File: src/rtl/buck_pwm_pkg.sv
// Purpose: Shared constants and types for the buck PWM subtimer.
// Assumes: One timer clock, 32-bit register port with byte addresses.
// Notes: Field positions are bit indices inside their register word.
package buck_pwm_pkg;

  // ----------------------------------------------------------------
  // Widths and reset values
  // ----------------------------------------------------------------
  localparam int ADDR_W = 8;
  localparam int DATA_W = 32;
  localparam int CNT_W = 16;
  localparam int REP_W = 8;
  localparam logic [CNT_W-1:0] PERIOD_RST = 16'h8700; // 34560 counts
  localparam logic [CNT_W-1:0] CMP_RST = 16'h0000;
  localparam logic [REP_W-1:0] REP_RST = 8'h00;

  // ----------------------------------------------------------------
  // Register byte offsets
  // ----------------------------------------------------------------
  localparam logic [ADDR_W-1:0] OFS_MASTER_CTL = 8'h00;
  localparam logic [ADDR_W-1:0] OFS_SUB_CTL = 8'h04;
  localparam logic [ADDR_W-1:0] OFS_PERIOD = 8'h08;
  localparam logic [ADDR_W-1:0] OFS_DUTY = 8'h0c;
  localparam logic [ADDR_W-1:0] OFS_SAMPLE = 8'h10;
  localparam logic [ADDR_W-1:0] OFS_REP = 8'h14;
  localparam logic [ADDR_W-1:0] OFS_IRQ_EN = 8'h18;
  localparam logic [ADDR_W-1:0] OFS_STATUS = 8'h1c;
  localparam logic [ADDR_W-1:0] OFS_OUT_EN = 8'h20;
  localparam logic [ADDR_W-1:0] OFS_CHAN_CFG = 8'h24;
  localparam logic [ADDR_W-1:0] OFS_ADC_CFG = 8'h28;
  localparam logic [ADDR_W-1:0] OFS_SOFT_UPD = 8'h2c;
  localparam logic [ADDR_W-1:0] OFS_COUNT = 8'h30;

  // ----------------------------------------------------------------
  // Field positions
  // ----------------------------------------------------------------
  localparam int BIT_COUNT_EN = 0;     // master control
  localparam int BIT_CONT_RUN = 0;     // subtimer control
  localparam int BIT_SHADOW_EN = 1;
  localparam int BIT_UPD_ON_RST = 2;
  localparam int BIT_RST_IE = 0;       // irq enable and status
  localparam int BIT_REP_IE = 1;
  localparam int BIT_CH0_OE = 0;       // output enable
  localparam int BIT_SET_PER = 0;      // channel config
  localparam int BIT_CLR_DUTY = 1;
  localparam int BIT_TRIG_SAMPLE = 0;  // adc trigger config
  localparam int BIT_SOFT_UPD = 0;     // soft update

  // ----------------------------------------------------------------
  // Types
  // ----------------------------------------------------------------
  typedef struct packed {
    logic [ADDR_W-1:0] addr;
    logic [DATA_W-1:0] wdata;
    logic wr;
    logic rd;
  } bus_req_t;

  typedef enum logic [1:0] {
    ST_IDLE = 2'b00,
    ST_RUN = 2'b01,
    ST_HOLD = 2'b11
  } cnt_state_t;

endpackage

File: src/rtl/buck_pwm_subtimer.sv
// Purpose: One PWM subtimer for a buck stage with midpoint ADC trigger.
// Assumes: One clock mclk, synchronous active-low reset.
// Notes: Dead-time and the complementary channel are not present.
//
// How it works
// - Counter counts up and restarts from zero each period in continuous mode.
// - Counter wraps at the active period value, giving a period event.
// - Period event drives the channel active when set source selected.
// - Duty compare match drives the channel inactive when selected.
// - With shadowing and update-on-reset, duty written during the interrupt applies from next period.
// - With shadowing on, period and compare writes take effect only at an update event.
// - Sample compare match gives an ADC trigger event apart from PWM.
// - Counter reset sets a flag; enabled flag raises the interrupt line.
// - With shadowing, writes go to shadows until an update transfers.
// - Update-on-reset makes every counter reset an update event.
// - Channel reaches the pin only while its output enable is one.
// - Counter advances only while the count enable bit is one.
// - Repetition count zero gives a repetition event every period.
// - Repetition count n gives one repetition event per n+1 periods.
// - ADC trigger output fires on sample match when selected, else never.
// - Soft update bit forces an immediate shadow to active transfer.
`timescale 1ns/1ps
`default_nettype none
module buck_pwm_subtimer #(
  parameter int CNT_W = buck_pwm_pkg::CNT_W,
  parameter int REP_W = buck_pwm_pkg::REP_W
) (
  input wire logic mclk,
  input wire logic rst_n,
  input wire buck_pwm_pkg::bus_req_t bus_req,
  output logic [buck_pwm_pkg::DATA_W-1:0] rdata,
  output logic channel0_pin,
  output logic adc_trigger_out_zero,
  output logic subtimer_irq_line
);
  import buck_pwm_pkg::*;

  // ----------------------------------------------------------------
  // Software registers
  // ----------------------------------------------------------------
  logic first_subtimer_count_enable;
  logic continuous_run_select;
  logic shadow_enable;
  logic update_on_counter_reset;
  logic counter_reset_irq_enable;
  logic rep_irq_enable;
  logic channel0_output_enable;
  logic set_on_period_sel;
  logic clear_on_duty_match_sel;
  logic trig_on_sample_sel;
  logic [CNT_W-1:0] period_reload_reg;
  logic [CNT_W-1:0] duty_compare_reg;
  logic [CNT_W-1:0] sample_compare_reg;
  logic [REP_W-1:0] repetition_count_reg;
  logic [CNT_W-1:0] period_act;
  logic [CNT_W-1:0] duty_act;
  logic [CNT_W-1:0] sample_act;
  logic [REP_W-1:0] rep_act;

  // Core state
  cnt_state_t state_reg;
  cnt_state_t state_next;
  logic [CNT_W-1:0] cnt_reg;
  logic [REP_W-1:0] rep_cnt_reg;
  logic chan_reg;
  logic chan_next;
  logic rst_flag_reg;
  logic rep_flag_reg;

  // Decoded strobes and events
  logic wr_hit;
  logic first_subtimer_soft_update;
  logic status_clr_rst;
  logic status_clr_rep;
  logic run;
  logic per_hit;
  logic duty_hit;
  logic first_subtimer_sample_match;
  logic rep_hit;
  logic upd;

  assign wr_hit = bus_req.wr;
  assign first_subtimer_soft_update = wr_hit &&
    bus_req.addr == OFS_SOFT_UPD && bus_req.wdata[BIT_SOFT_UPD];
  assign status_clr_rst = wr_hit && bus_req.addr == OFS_STATUS &&
    bus_req.wdata[BIT_RST_IE];
  assign status_clr_rep = wr_hit && bus_req.addr == OFS_STATUS &&
    bus_req.wdata[BIT_REP_IE];

  // ----------------------------------------------------------------
  // Register writes
  // ----------------------------------------------------------------
  // Control bits
  always_ff @(posedge mclk) begin
    if (!rst_n) begin
      first_subtimer_count_enable <= 1'b0;
      continuous_run_select <= 1'b1;
      shadow_enable <= 1'b0;
      update_on_counter_reset <= 1'b0;
      counter_reset_irq_enable <= 1'b0;
      rep_irq_enable <= 1'b0;
      channel0_output_enable <= 1'b0;
      set_on_period_sel <= 1'b0;
      clear_on_duty_match_sel <= 1'b0;
      trig_on_sample_sel <= 1'b0;
    end else if (wr_hit) begin
      case (bus_req.addr)
        OFS_MASTER_CTL: begin
          first_subtimer_count_enable <= bus_req.wdata[BIT_COUNT_EN];
        end
        OFS_SUB_CTL: begin
          continuous_run_select <= bus_req.wdata[BIT_CONT_RUN];
          shadow_enable <= bus_req.wdata[BIT_SHADOW_EN];
          update_on_counter_reset <= bus_req.wdata[BIT_UPD_ON_RST];
        end
        OFS_IRQ_EN: begin
          counter_reset_irq_enable <= bus_req.wdata[BIT_RST_IE];
          rep_irq_enable <= bus_req.wdata[BIT_REP_IE];
        end
        OFS_OUT_EN: begin
          channel0_output_enable <= bus_req.wdata[BIT_CH0_OE];
        end
        OFS_CHAN_CFG: begin
          set_on_period_sel <= bus_req.wdata[BIT_SET_PER];
          clear_on_duty_match_sel <= bus_req.wdata[BIT_CLR_DUTY];
        end
        OFS_ADC_CFG: begin
          trig_on_sample_sel <= bus_req.wdata[BIT_TRIG_SAMPLE];
        end
        default: begin
        end
      endcase
    end
  end

  // Shadow values, writable at any time
  always_ff @(posedge mclk) begin
    if (!rst_n) begin
      period_reload_reg <= PERIOD_RST;
      duty_compare_reg <= CMP_RST;
      sample_compare_reg <= CMP_RST;
      repetition_count_reg <= REP_RST;
    end else if (wr_hit) begin
      case (bus_req.addr)
        OFS_PERIOD: period_reload_reg <= bus_req.wdata[CNT_W-1:0];
        OFS_DUTY: duty_compare_reg <= bus_req.wdata[CNT_W-1:0];
        OFS_SAMPLE: sample_compare_reg <= bus_req.wdata[CNT_W-1:0];
        OFS_REP: repetition_count_reg <= bus_req.wdata[REP_W-1:0];
        default: begin
        end
      endcase
    end
  end

  // ----------------------------------------------------------------
  // Shadow to active transfer
  // ----------------------------------------------------------------
  // Update on counter reset or software request
  assign upd = (update_on_counter_reset && per_hit) ||
    first_subtimer_soft_update;

  // Shadows take effect only at upd while shadowing is on
  preload_reg #(.W(CNT_W), .RESET_VAL(PERIOD_RST)) u_period (
    .mclk(mclk), .rst_n(rst_n), .shadow_val(period_reload_reg),
    .load(upd), .bypass(!shadow_enable), .active_val(period_act));
  preload_reg #(.W(CNT_W), .RESET_VAL(CMP_RST)) u_duty (
    .mclk(mclk), .rst_n(rst_n), .shadow_val(duty_compare_reg),
    .load(upd), .bypass(!shadow_enable), .active_val(duty_act));
  preload_reg #(.W(CNT_W), .RESET_VAL(CMP_RST)) u_sample (
    .mclk(mclk), .rst_n(rst_n), .shadow_val(sample_compare_reg),
    .load(upd), .bypass(!shadow_enable), .active_val(sample_act));
  preload_reg #(.W(REP_W), .RESET_VAL(REP_RST)) u_rep (
    .mclk(mclk), .rst_n(rst_n), .shadow_val(repetition_count_reg),
    .load(upd), .bypass(!shadow_enable), .active_val(rep_act));

  // ----------------------------------------------------------------
  // Counter and events
  // ----------------------------------------------------------------
  // Match decode on the running count
  always_comb begin
    run = (state_reg == ST_RUN);
    per_hit = run && (cnt_reg == period_act);
    duty_hit = run && (cnt_reg == duty_act);
    first_subtimer_sample_match = run && (cnt_reg == sample_act);
    rep_hit = per_hit && (rep_cnt_reg == '0);
  end

  // Run control; single-shot holds after its one period
  always_comb begin
    state_next = state_reg;
    case (state_reg)
      ST_IDLE: begin
        if (first_subtimer_count_enable) begin
          state_next = ST_RUN;
        end
      end
      ST_RUN: begin
        if (!first_subtimer_count_enable) begin
          state_next = ST_IDLE;
        end else if (per_hit && !continuous_run_select) begin
          state_next = ST_HOLD;
        end
      end
      ST_HOLD: begin
        if (!first_subtimer_count_enable) begin
          state_next = ST_IDLE;
        end
      end
      default: state_next = ST_IDLE;
    endcase
  end

  always_ff @(posedge mclk) begin
    if (!rst_n) begin
      state_reg <= ST_IDLE;
    end else begin
      state_reg <= state_next;
    end
  end

  // Up counter, restart from zero at the period value
  always_ff @(posedge mclk) begin
    if (!rst_n) begin
      cnt_reg <= '0;
    end else if (per_hit) begin
      cnt_reg <= '0;
    end else if (run) begin
      cnt_reg <= cnt_reg + 1'b1;
    end
  end

  // Repetition down counter, reload after reaching zero
  always_ff @(posedge mclk) begin
    if (!rst_n) begin
      rep_cnt_reg <= '0;
    end else if (rep_hit) begin
      rep_cnt_reg <= rep_act;
    end else if (per_hit) begin
      rep_cnt_reg <= rep_cnt_reg - 1'b1;
    end
  end

  // ----------------------------------------------------------------
  // Channel, pin and ADC trigger
  // ----------------------------------------------------------------
  // Duty clear wins over period set in the same cycle
  always_comb begin
    chan_next = chan_reg;
    if (duty_hit && clear_on_duty_match_sel) begin
      chan_next = 1'b0;
    end else if (per_hit && set_on_period_sel) begin
      chan_next = 1'b1;
    end
  end

  always_ff @(posedge mclk) begin
    if (!rst_n) begin
      chan_reg <= 1'b0;
      channel0_pin <= 1'b0;
      adc_trigger_out_zero <= 1'b0;
    end else begin
      chan_reg <= chan_next;
      channel0_pin <= chan_next && channel0_output_enable;
      adc_trigger_out_zero <= first_subtimer_sample_match &&
        trig_on_sample_sel;
    end
  end

  // ----------------------------------------------------------------
  // Flags and interrupt line
  // ----------------------------------------------------------------
  // Sticky flags, write one to clear, a new event wins
  always_ff @(posedge mclk) begin
    if (!rst_n) begin
      rst_flag_reg <= 1'b0;
      rep_flag_reg <= 1'b0;
      subtimer_irq_line <= 1'b0;
    end else begin
      rst_flag_reg <= per_hit || (rst_flag_reg && !status_clr_rst);
      rep_flag_reg <= rep_hit || (rep_flag_reg && !status_clr_rep);
      subtimer_irq_line <= (rst_flag_reg && counter_reset_irq_enable) ||
        (rep_flag_reg && rep_irq_enable);
    end
  end

  // ----------------------------------------------------------------
  // Read port, data in the cycle after the strobe only
  // ----------------------------------------------------------------
  always_ff @(posedge mclk) begin
    if (!rst_n) begin
      rdata <= '0;
    end else if (bus_req.rd) begin
      rdata <= '0;
      case (bus_req.addr)
        OFS_MASTER_CTL: rdata[BIT_COUNT_EN] <= first_subtimer_count_enable;
        OFS_SUB_CTL: begin
          rdata[BIT_CONT_RUN] <= continuous_run_select;
          rdata[BIT_SHADOW_EN] <= shadow_enable;
          rdata[BIT_UPD_ON_RST] <= update_on_counter_reset;
        end
        OFS_PERIOD: rdata[CNT_W-1:0] <= period_reload_reg;
        OFS_DUTY: rdata[CNT_W-1:0] <= duty_compare_reg;
        OFS_SAMPLE: rdata[CNT_W-1:0] <= sample_compare_reg;
        OFS_REP: rdata[REP_W-1:0] <= repetition_count_reg;
        OFS_IRQ_EN: begin
          rdata[BIT_RST_IE] <= counter_reset_irq_enable;
          rdata[BIT_REP_IE] <= rep_irq_enable;
        end
        OFS_STATUS: begin
          rdata[BIT_RST_IE] <= rst_flag_reg;
          rdata[BIT_REP_IE] <= rep_flag_reg;
        end
        OFS_OUT_EN: rdata[BIT_CH0_OE] <= channel0_output_enable;
        OFS_CHAN_CFG: begin
          rdata[BIT_SET_PER] <= set_on_period_sel;
          rdata[BIT_CLR_DUTY] <= clear_on_duty_match_sel;
        end
        OFS_ADC_CFG: rdata[BIT_TRIG_SAMPLE] <= trig_on_sample_sel;
        OFS_COUNT: rdata[CNT_W-1:0] <= cnt_reg;
        default: rdata <= '0;
      endcase
    end else begin
      rdata <= '0;
    end
  end
endmodule // buck_pwm_subtimer
`default_nettype wire

File: src/rtl/preload_reg.sv
// Purpose: Active copy of one shadowed value.
// Assumes: Shadow value held by the caller's register file.
// Notes: With bypass high the active copy follows the shadow.
`timescale 1ns/1ps
`default_nettype none
module preload_reg #(
  parameter int W = 16,
  parameter logic [W-1:0] RESET_VAL = '0
) (
  input wire logic mclk,
  input wire logic rst_n,
  input wire logic [W-1:0] shadow_val,
  input wire logic load,
  input wire logic bypass,
  output logic [W-1:0] active_val
);

  // Transfer on update event or follow directly when not shadowed
  always_ff @(posedge mclk) begin
    if (!rst_n) begin
      active_val <= RESET_VAL;
    end else if (load || bypass) begin
      active_val <= shadow_val;
    end
  end

endmodule // preload_reg
`default_nettype wire

File: config.mk
export PLATFORM = sky130hd
export DESIGN_NAME = buck_pwm_subtimer
export DESIGN_NICKNAME = d
export VERILOG_FILES = /design/src/rtl/buck_pwm_pkg.sv /design/src/rtl/buck_pwm_subtimer.sv /design/src/rtl/preload_reg.sv
export SDC_FILE = /design/constraint.sdc
export NUM_CORES = 1
export LEC_CHECK = 0
export CORE_ASPECT_RATIO = 1.1
export CORE_MARGIN = 3
export CORE_UTILIZATION = 45
export DETAILED_ROUTE_END_ITERATION = 6
export DONT_BUFFER_PORTS = 1
export MAX_ROUTING_LAYER = met4
export RECOVER_POWER = 25
export SYNTH_ARGS = -nofsm -noshare
export SYNTH_HDL_FRONTEND = slang
export SYNTH_SLANG_ARGS = --single-unit
export TNS_END_PERCENT = 30
File: constraint.sdc
create_clock -name mclk -period 2.7 [get_ports mclk]
set_clock_uncertainty 0.1 [all_clocks]
set_input_delay 0.27 -clock mclk [delete_from_list [all_inputs] [get_ports mclk]]
set_output_delay 0.27 -clock mclk [all_outputs]
set_load 0.005 [all_outputs]
# Word-level counts from Yosys, hierarchy flattened
# Index checks and enable logic that the tools add are counted.
# W data, S select, Z words.
# totals
reg_bits	186
in_bits	44
output_inout_bits	35
wordCells	111
# op_classes
add_sub_neg	2
eq_ne	20
muxes	14
bitwise	1
n_reduce_logical	45
# ops
cell	n
$eq A16 B16 Y1	3
$eq A8 B6 Y1 const B	5
$eq A8 B5 Y1 const B	4
$pmux W8 S4	1
$pmux W5 S5	1
$reduce_and A2 Y1	11
$logic_and A1 B1 Y1	19
$add A16 B1 Y16 const B	1
$eq A8 B4 Y1 const B	2
$logic_not A8 Y1	2
$mux W8	2
$pmux W1 S12	1
$pmux W1 S9	1
$eq A8 B3 Y1 const B	1
$mux W2	4
$sub A8 B1 Y8 const B	1
$pmux W1 S6	1
$pmux W2 S3	1
$logic_or A1 B1 Y1	5
$logic_not A1 Y1	4
$ne A2 B2 Y1 const B	2
$ne A3 B2 Y1 const B	1
$reduce_and A3 Y1	1
$eq A2 B1 Y1 const B	1
other kinds (6)	7

# Depth between registers and ports, before layout
# logic_depth
ltp_word	6
ltp_mapped	9
mapped_depth_nobuf	7

# Cells and area by module
# From an unflattened synthesis, not the netlist that was laid out.
# unflattened
cells_unflattened	947
hier_area_um2	8079.0
# by_module_without_submodules
module	instances	cells_each	area_per_inst_um2	seq_area_each_um2
buck_pwm_subtimer	1	689	5671.7	2282.2
preload_reg at u_duty ...	2	74	681.9	320.3
preload_reg at u_period	1	72	679.4	320.3
preload_reg at u_rep	1	38	364.1	160.2

# Least setup slack after synthesis
# OpenSTA, ideal clock, no wires.
# synth_timing
kind	register to register
from	reg cnt_reg[15]
to	reg rep_cnt_reg[7]
t_arrival_ps	1711
required_time_ps	2485
slack_ps	775
path_stages_with_launch	8
path_buffers	2
period_less_slack_ps	1925
path_cell_list	dfxtp_1 -> clkbuf_1 -> xnor2_2 -> nand2_2 -> or3_4 -> buf_6 -> o31a_1 -> o21a_1
# synth_via
elab_chain_len	4
word_cells_on_any_way	5
cone_classes	eq/ne: 1; mux: 1; reduce/logical: 3
# synth_rtl
item	line	rtl
start: declaration	buck_pwm_subtimer.sv:63	logic [CNT_W-1:0] cnt_reg;
start signal: assignment	buck_pwm_subtimer.sv:228	cnt_reg <= cnt_reg + 1'b1;
$eq A16 B16 Y1 *	buck_pwm_subtimer.sv:182	per_hit = run && (cnt_reg == period_act);
$logic_and A1 B1 Y1 *	buck_pwm_subtimer.sv:182	
$logic_and A1 B1 Y1	buck_pwm_subtimer.sv:185	rep_hit = per_hit && (rep_cnt_reg == '0);
$mux W8 / $reduce_bool A2 Y1 (equally long branches)	--	
end signal: assignment	buck_pwm_subtimer.sv:237	rep_cnt_reg <= rep_act;
end signal: assignment	buck_pwm_subtimer.sv:239	rep_cnt_reg <= rep_cnt_reg - 1'b1;
end: declaration	buck_pwm_subtimer.sv:64	logic [REP_W-1:0] rep_cnt_reg;
# Every way passes the cells marked *; elsewhere a longest branch is shown, timed or not.
# A chain may end at the register's enable or synchronous reset.

# Worst setup path in the final report
# layout_timing
from	reg trig_on_sample_sel
to	reg rdata[0] in the netlist's numbering
# layout_via
elab_chain_len	1
# layout_rtl
item	line	rtl
start: declaration	buck_pwm_subtimer.sv:50	logic trig_on_sample_sel;
start signal: assignment	buck_pwm_subtimer.sv:128	trig_on_sample_sel <= bus_req.wdata[BIT_TRIG_SAMPLE];
$pmux W1 S12	buck_pwm_subtimer.sv:294	case (bus_req.addr)
end signal: indexed assignment	buck_pwm_subtimer.sv:295	OFS_MASTER_CTL: rdata[BIT_COUNT_EN] <= first_subtimer_count_enable;
end signal: indexed assignment	buck_pwm_subtimer.sv:297	rdata[BIT_CONT_RUN] <= continuous_run_select;
end signal: indexed assignment	buck_pwm_subtimer.sv:298	rdata[BIT_SHADOW_EN] <= shadow_enable;
end: declaration	buck_pwm_subtimer.sv:31	output logic [buck_pwm_pkg::DATA_W-1:0] rdata,
# Every way passes these cells.

==> impl_metrics.tcl <==
set metrics [dict create \
    report.final.slew_viol_count 0 \
    avgSynthCellArea_sq_um 8.48 \
    netlist_top_cells_count "nand2_1, dfxtp_1, a21oi_1, mux2i_1, xnor2_1" \
    endpoint_kind "flip-flop" \
    synth_mux_area_share_pct 8.67 \
    path_clk_slew_ns 0.06 \
    yosys.area.top_type "dfxtp_1" \
    yosys_warnings 0 \
    drtIter0Drc 415 \
    io_buffers 0 \
    clock_sinks 170 \
    synth_top_family_by_area "simple AND/OR/NAND/NOR gates" \
    met2_length_mm 10.2 \
    via_per_inst 5.47 \
    async_flop_share_pct 0 \
    wire_per_inst_um 19.0 \
    crit_type "flip-flop to flip-flop" \
    worstPathArrival_ns 2.67 \
    synth_cell_types 66 \
    gp_congestion 0.883 \
    initial_core_util_pct 46.5 \
    cts_resized 0 \
    min_period_ns 2.46 \
    setup-tns-final_ns 0 \
    ir_worst_vdd_mv 0.625 \
    fp.coreArea_sq_um 17300 \
    reg2reg_depth 6 \
    ys.flop_type "dfxtp_1" \
    cts_tree "built" \
    startpoint_type "flip-flop" \
    fin_nets 991 \
    die_w_um 133 \
    synth_most_common_cell "nand2_1" \
    post-dp-hpwl_mm 15.1 \
    powerDensity_nw_per_um2 580 \
    die_h_um 146 \
    stdcell_count 1191 \
    syn_inst 947 \
    globalRouteOverflowTotal 0 \
    setup_viol 0 \
    cp.required_ns 2.91 \
    top_layer "met4" \
    clk_latency_ns 0.43 \
    nFillCells 1690 \
    synthAdderAreaFrac_pct 0.592 \
    drt-pass1-iter-count 5 \
    track_usage_pct 24.0 \
    synth_area_leaders "dfxtp_1, nand2_1, mux2i_1, xnor2_1, a21oi_1" \
    met1_length_mm 10.4 \
    holdPathStages 4 \
    dieArea_sq_um 19500 \
    dp.cells 1132 \
    htree_num_levels 4 \
    wirelength_mm 22.6 \
    io_pins 79 \
    drcViolationCount 0 \
    vias 6511 \
    post_cts_buffers 0 \
    cts_root_buf "clkbuf_16" \
    grt_max_degree 113 \
    hold_violations 0 \
    worst_slew_pin_slew_ns 0.872 \
    rsz0062_at_grt "false" \
    synth_xor_area_share_pct 6.97 \
    worstHoldPathType "primary input to flip-flop" \
    fmax_mhz 407 \
    rows 50 \
    synth_compound_area_share_pct 11.5 \
    grt_pass1_wl_mm 35.3 \
    cts_buffers 17 \
    netlist.area_leader.share_pct 42.4 \
    synthSimpleGateAreaFrac_pct 22.1 \
    p_leak_nw 2.93 \
    syn_area_sq_um 8030 \
    timing.max_cap.violations 0 \
    drive_gt1_share_pct 7.52 \
    grt_pass1_vias 6150 \
    synth_edf_count 0 \
    ys_ff_latch 170 \
    relSlewSlack_pct 41.8 \
    diodes 0 \
    wl_met3_mm 1.37 \
    antenna_left 0 \
    outcome "complete, no violations" \
    yosysSeqAreaShare_pct 42.4 \
    area_growth_pct 11.1 \
    antenna_found_initial 0 \
    cts_buffer_depth 2 \
    critPathMaxFanout 3 \
    min_period_over_period_pct 91.1 \
]
per-layer routing:
metal,up-vias,GRT usage [%]
li1,3172,-
met1,3082,31.9
met5,-,-
met4,0,7.97
met2,217,36.3
met3,40,5.48
cells by family (layout without fill, tap and decap cells):
family | count (synthesis) | count (layout)
and+or+nand+nor | 391 | 391
DFF | 170 | 170
AOI/OAI and AO/OA | 147 | 147
buffers and inverters | 103 | 98
muxes | 68 | 68
xor gates and xnor gates | 63 | 63
adders and majority gates | 4 | 4
other | 1 | 16
path summary, 6_finish.rpt:
kind	startpoint	slack, ns	to
worst max-delay path	trig_on_sample_sel$_SDFFE_PN0P_	0.24	rdata[0]$_SDFF_PN0_
worst min-delay path	bus_req[37]	0.02	rdata[1]$_SDFF_PN0_
worst max register to register	trig_on_sample_sel$_SDFFE_PN0P_	0.24	rdata[0]$_SDFF_PN0_
worst min register to register	u_rep.active_val[1]$_SDFFE_PN0P_	0.36	u_rep.active_val[1]$_SDFFE_PN0P_
power by group:
part / internal [mW] / switching (mW) / total (mW)
clock network: 1.51 / 1.01 / 2.52
registers: 2.51 / 0.00167 / 2.51
logic: 0.0503 / 0.0970 / 0.147
stage by stage:
step	hold WS [ns]	area [sq um]	setup slack [ns]	total power, mW	utilization (%)
after floorplan	0.294	8080	0.775	2.67	-
after global placement	0.248	8060	0.582	2.64	46.7
after detailed placement	0.249	8060	0.578	2.64	46.7
after CTS	0.00909	8940	0.275	5.20	51.8
after global routing	0.0591	8910	0.249	5.30	51.6
final	0.0219	8910	0.241	5.17	51.6
worst max-delay path: stages (launching register included):
cell and delay [ns]:
dfxtp_1 0.37, mux4_2 0.50, a22oi_1 0.23, nor4_1 0.08
nor4_1 0.41, a211oi_1 0.09, dlygate4sd3_1 0.58
placed cells by master (no fill, tap or decap), types with 6 or more instances in the layout:
cell type	Yosys	final
nor4_1	7	8
and3_1	11	11
mux2i_1	65	65
nand4_1	17	17
dfxtp_1	170	170
conb_1	1	16
nand2_1	243	244
clkbuf_1	30	6
nand3_1	29	29
nor2_1	45	45
buf_4	22	22
xor2_1	16	16
clkbuf_16	0	17
a31oi_1	8	8
inv_1	9	9
dlygate4sd3_1	0	26
a21oi_1	77	77
nor3_1	8	8
a22oi_1	33	33
xnor2_1	46	46
area by class of cell:
type | instances | area (sq um) | area share, %
clock buffers | 22 | 464 | 5.21
clock inverters | 10 | 143 | 1.60
inverters | 10 | 37.5 | 0.421
multi-input cells | 689 | 4030 | 45.2
flip-flops and latches | 170 | 3400 | 38.2
well taps | 234 | 293 | 3.28
repair buffers | 56 | 544 | 6.11
timing repair:
action	4_1_cts	5_1_grt
endpoints found under the setup margin	0	0
hold endpoints to repair	128	1
hold buffers	26	1
No activity file was read; power rests on OpenSTA's default activity.
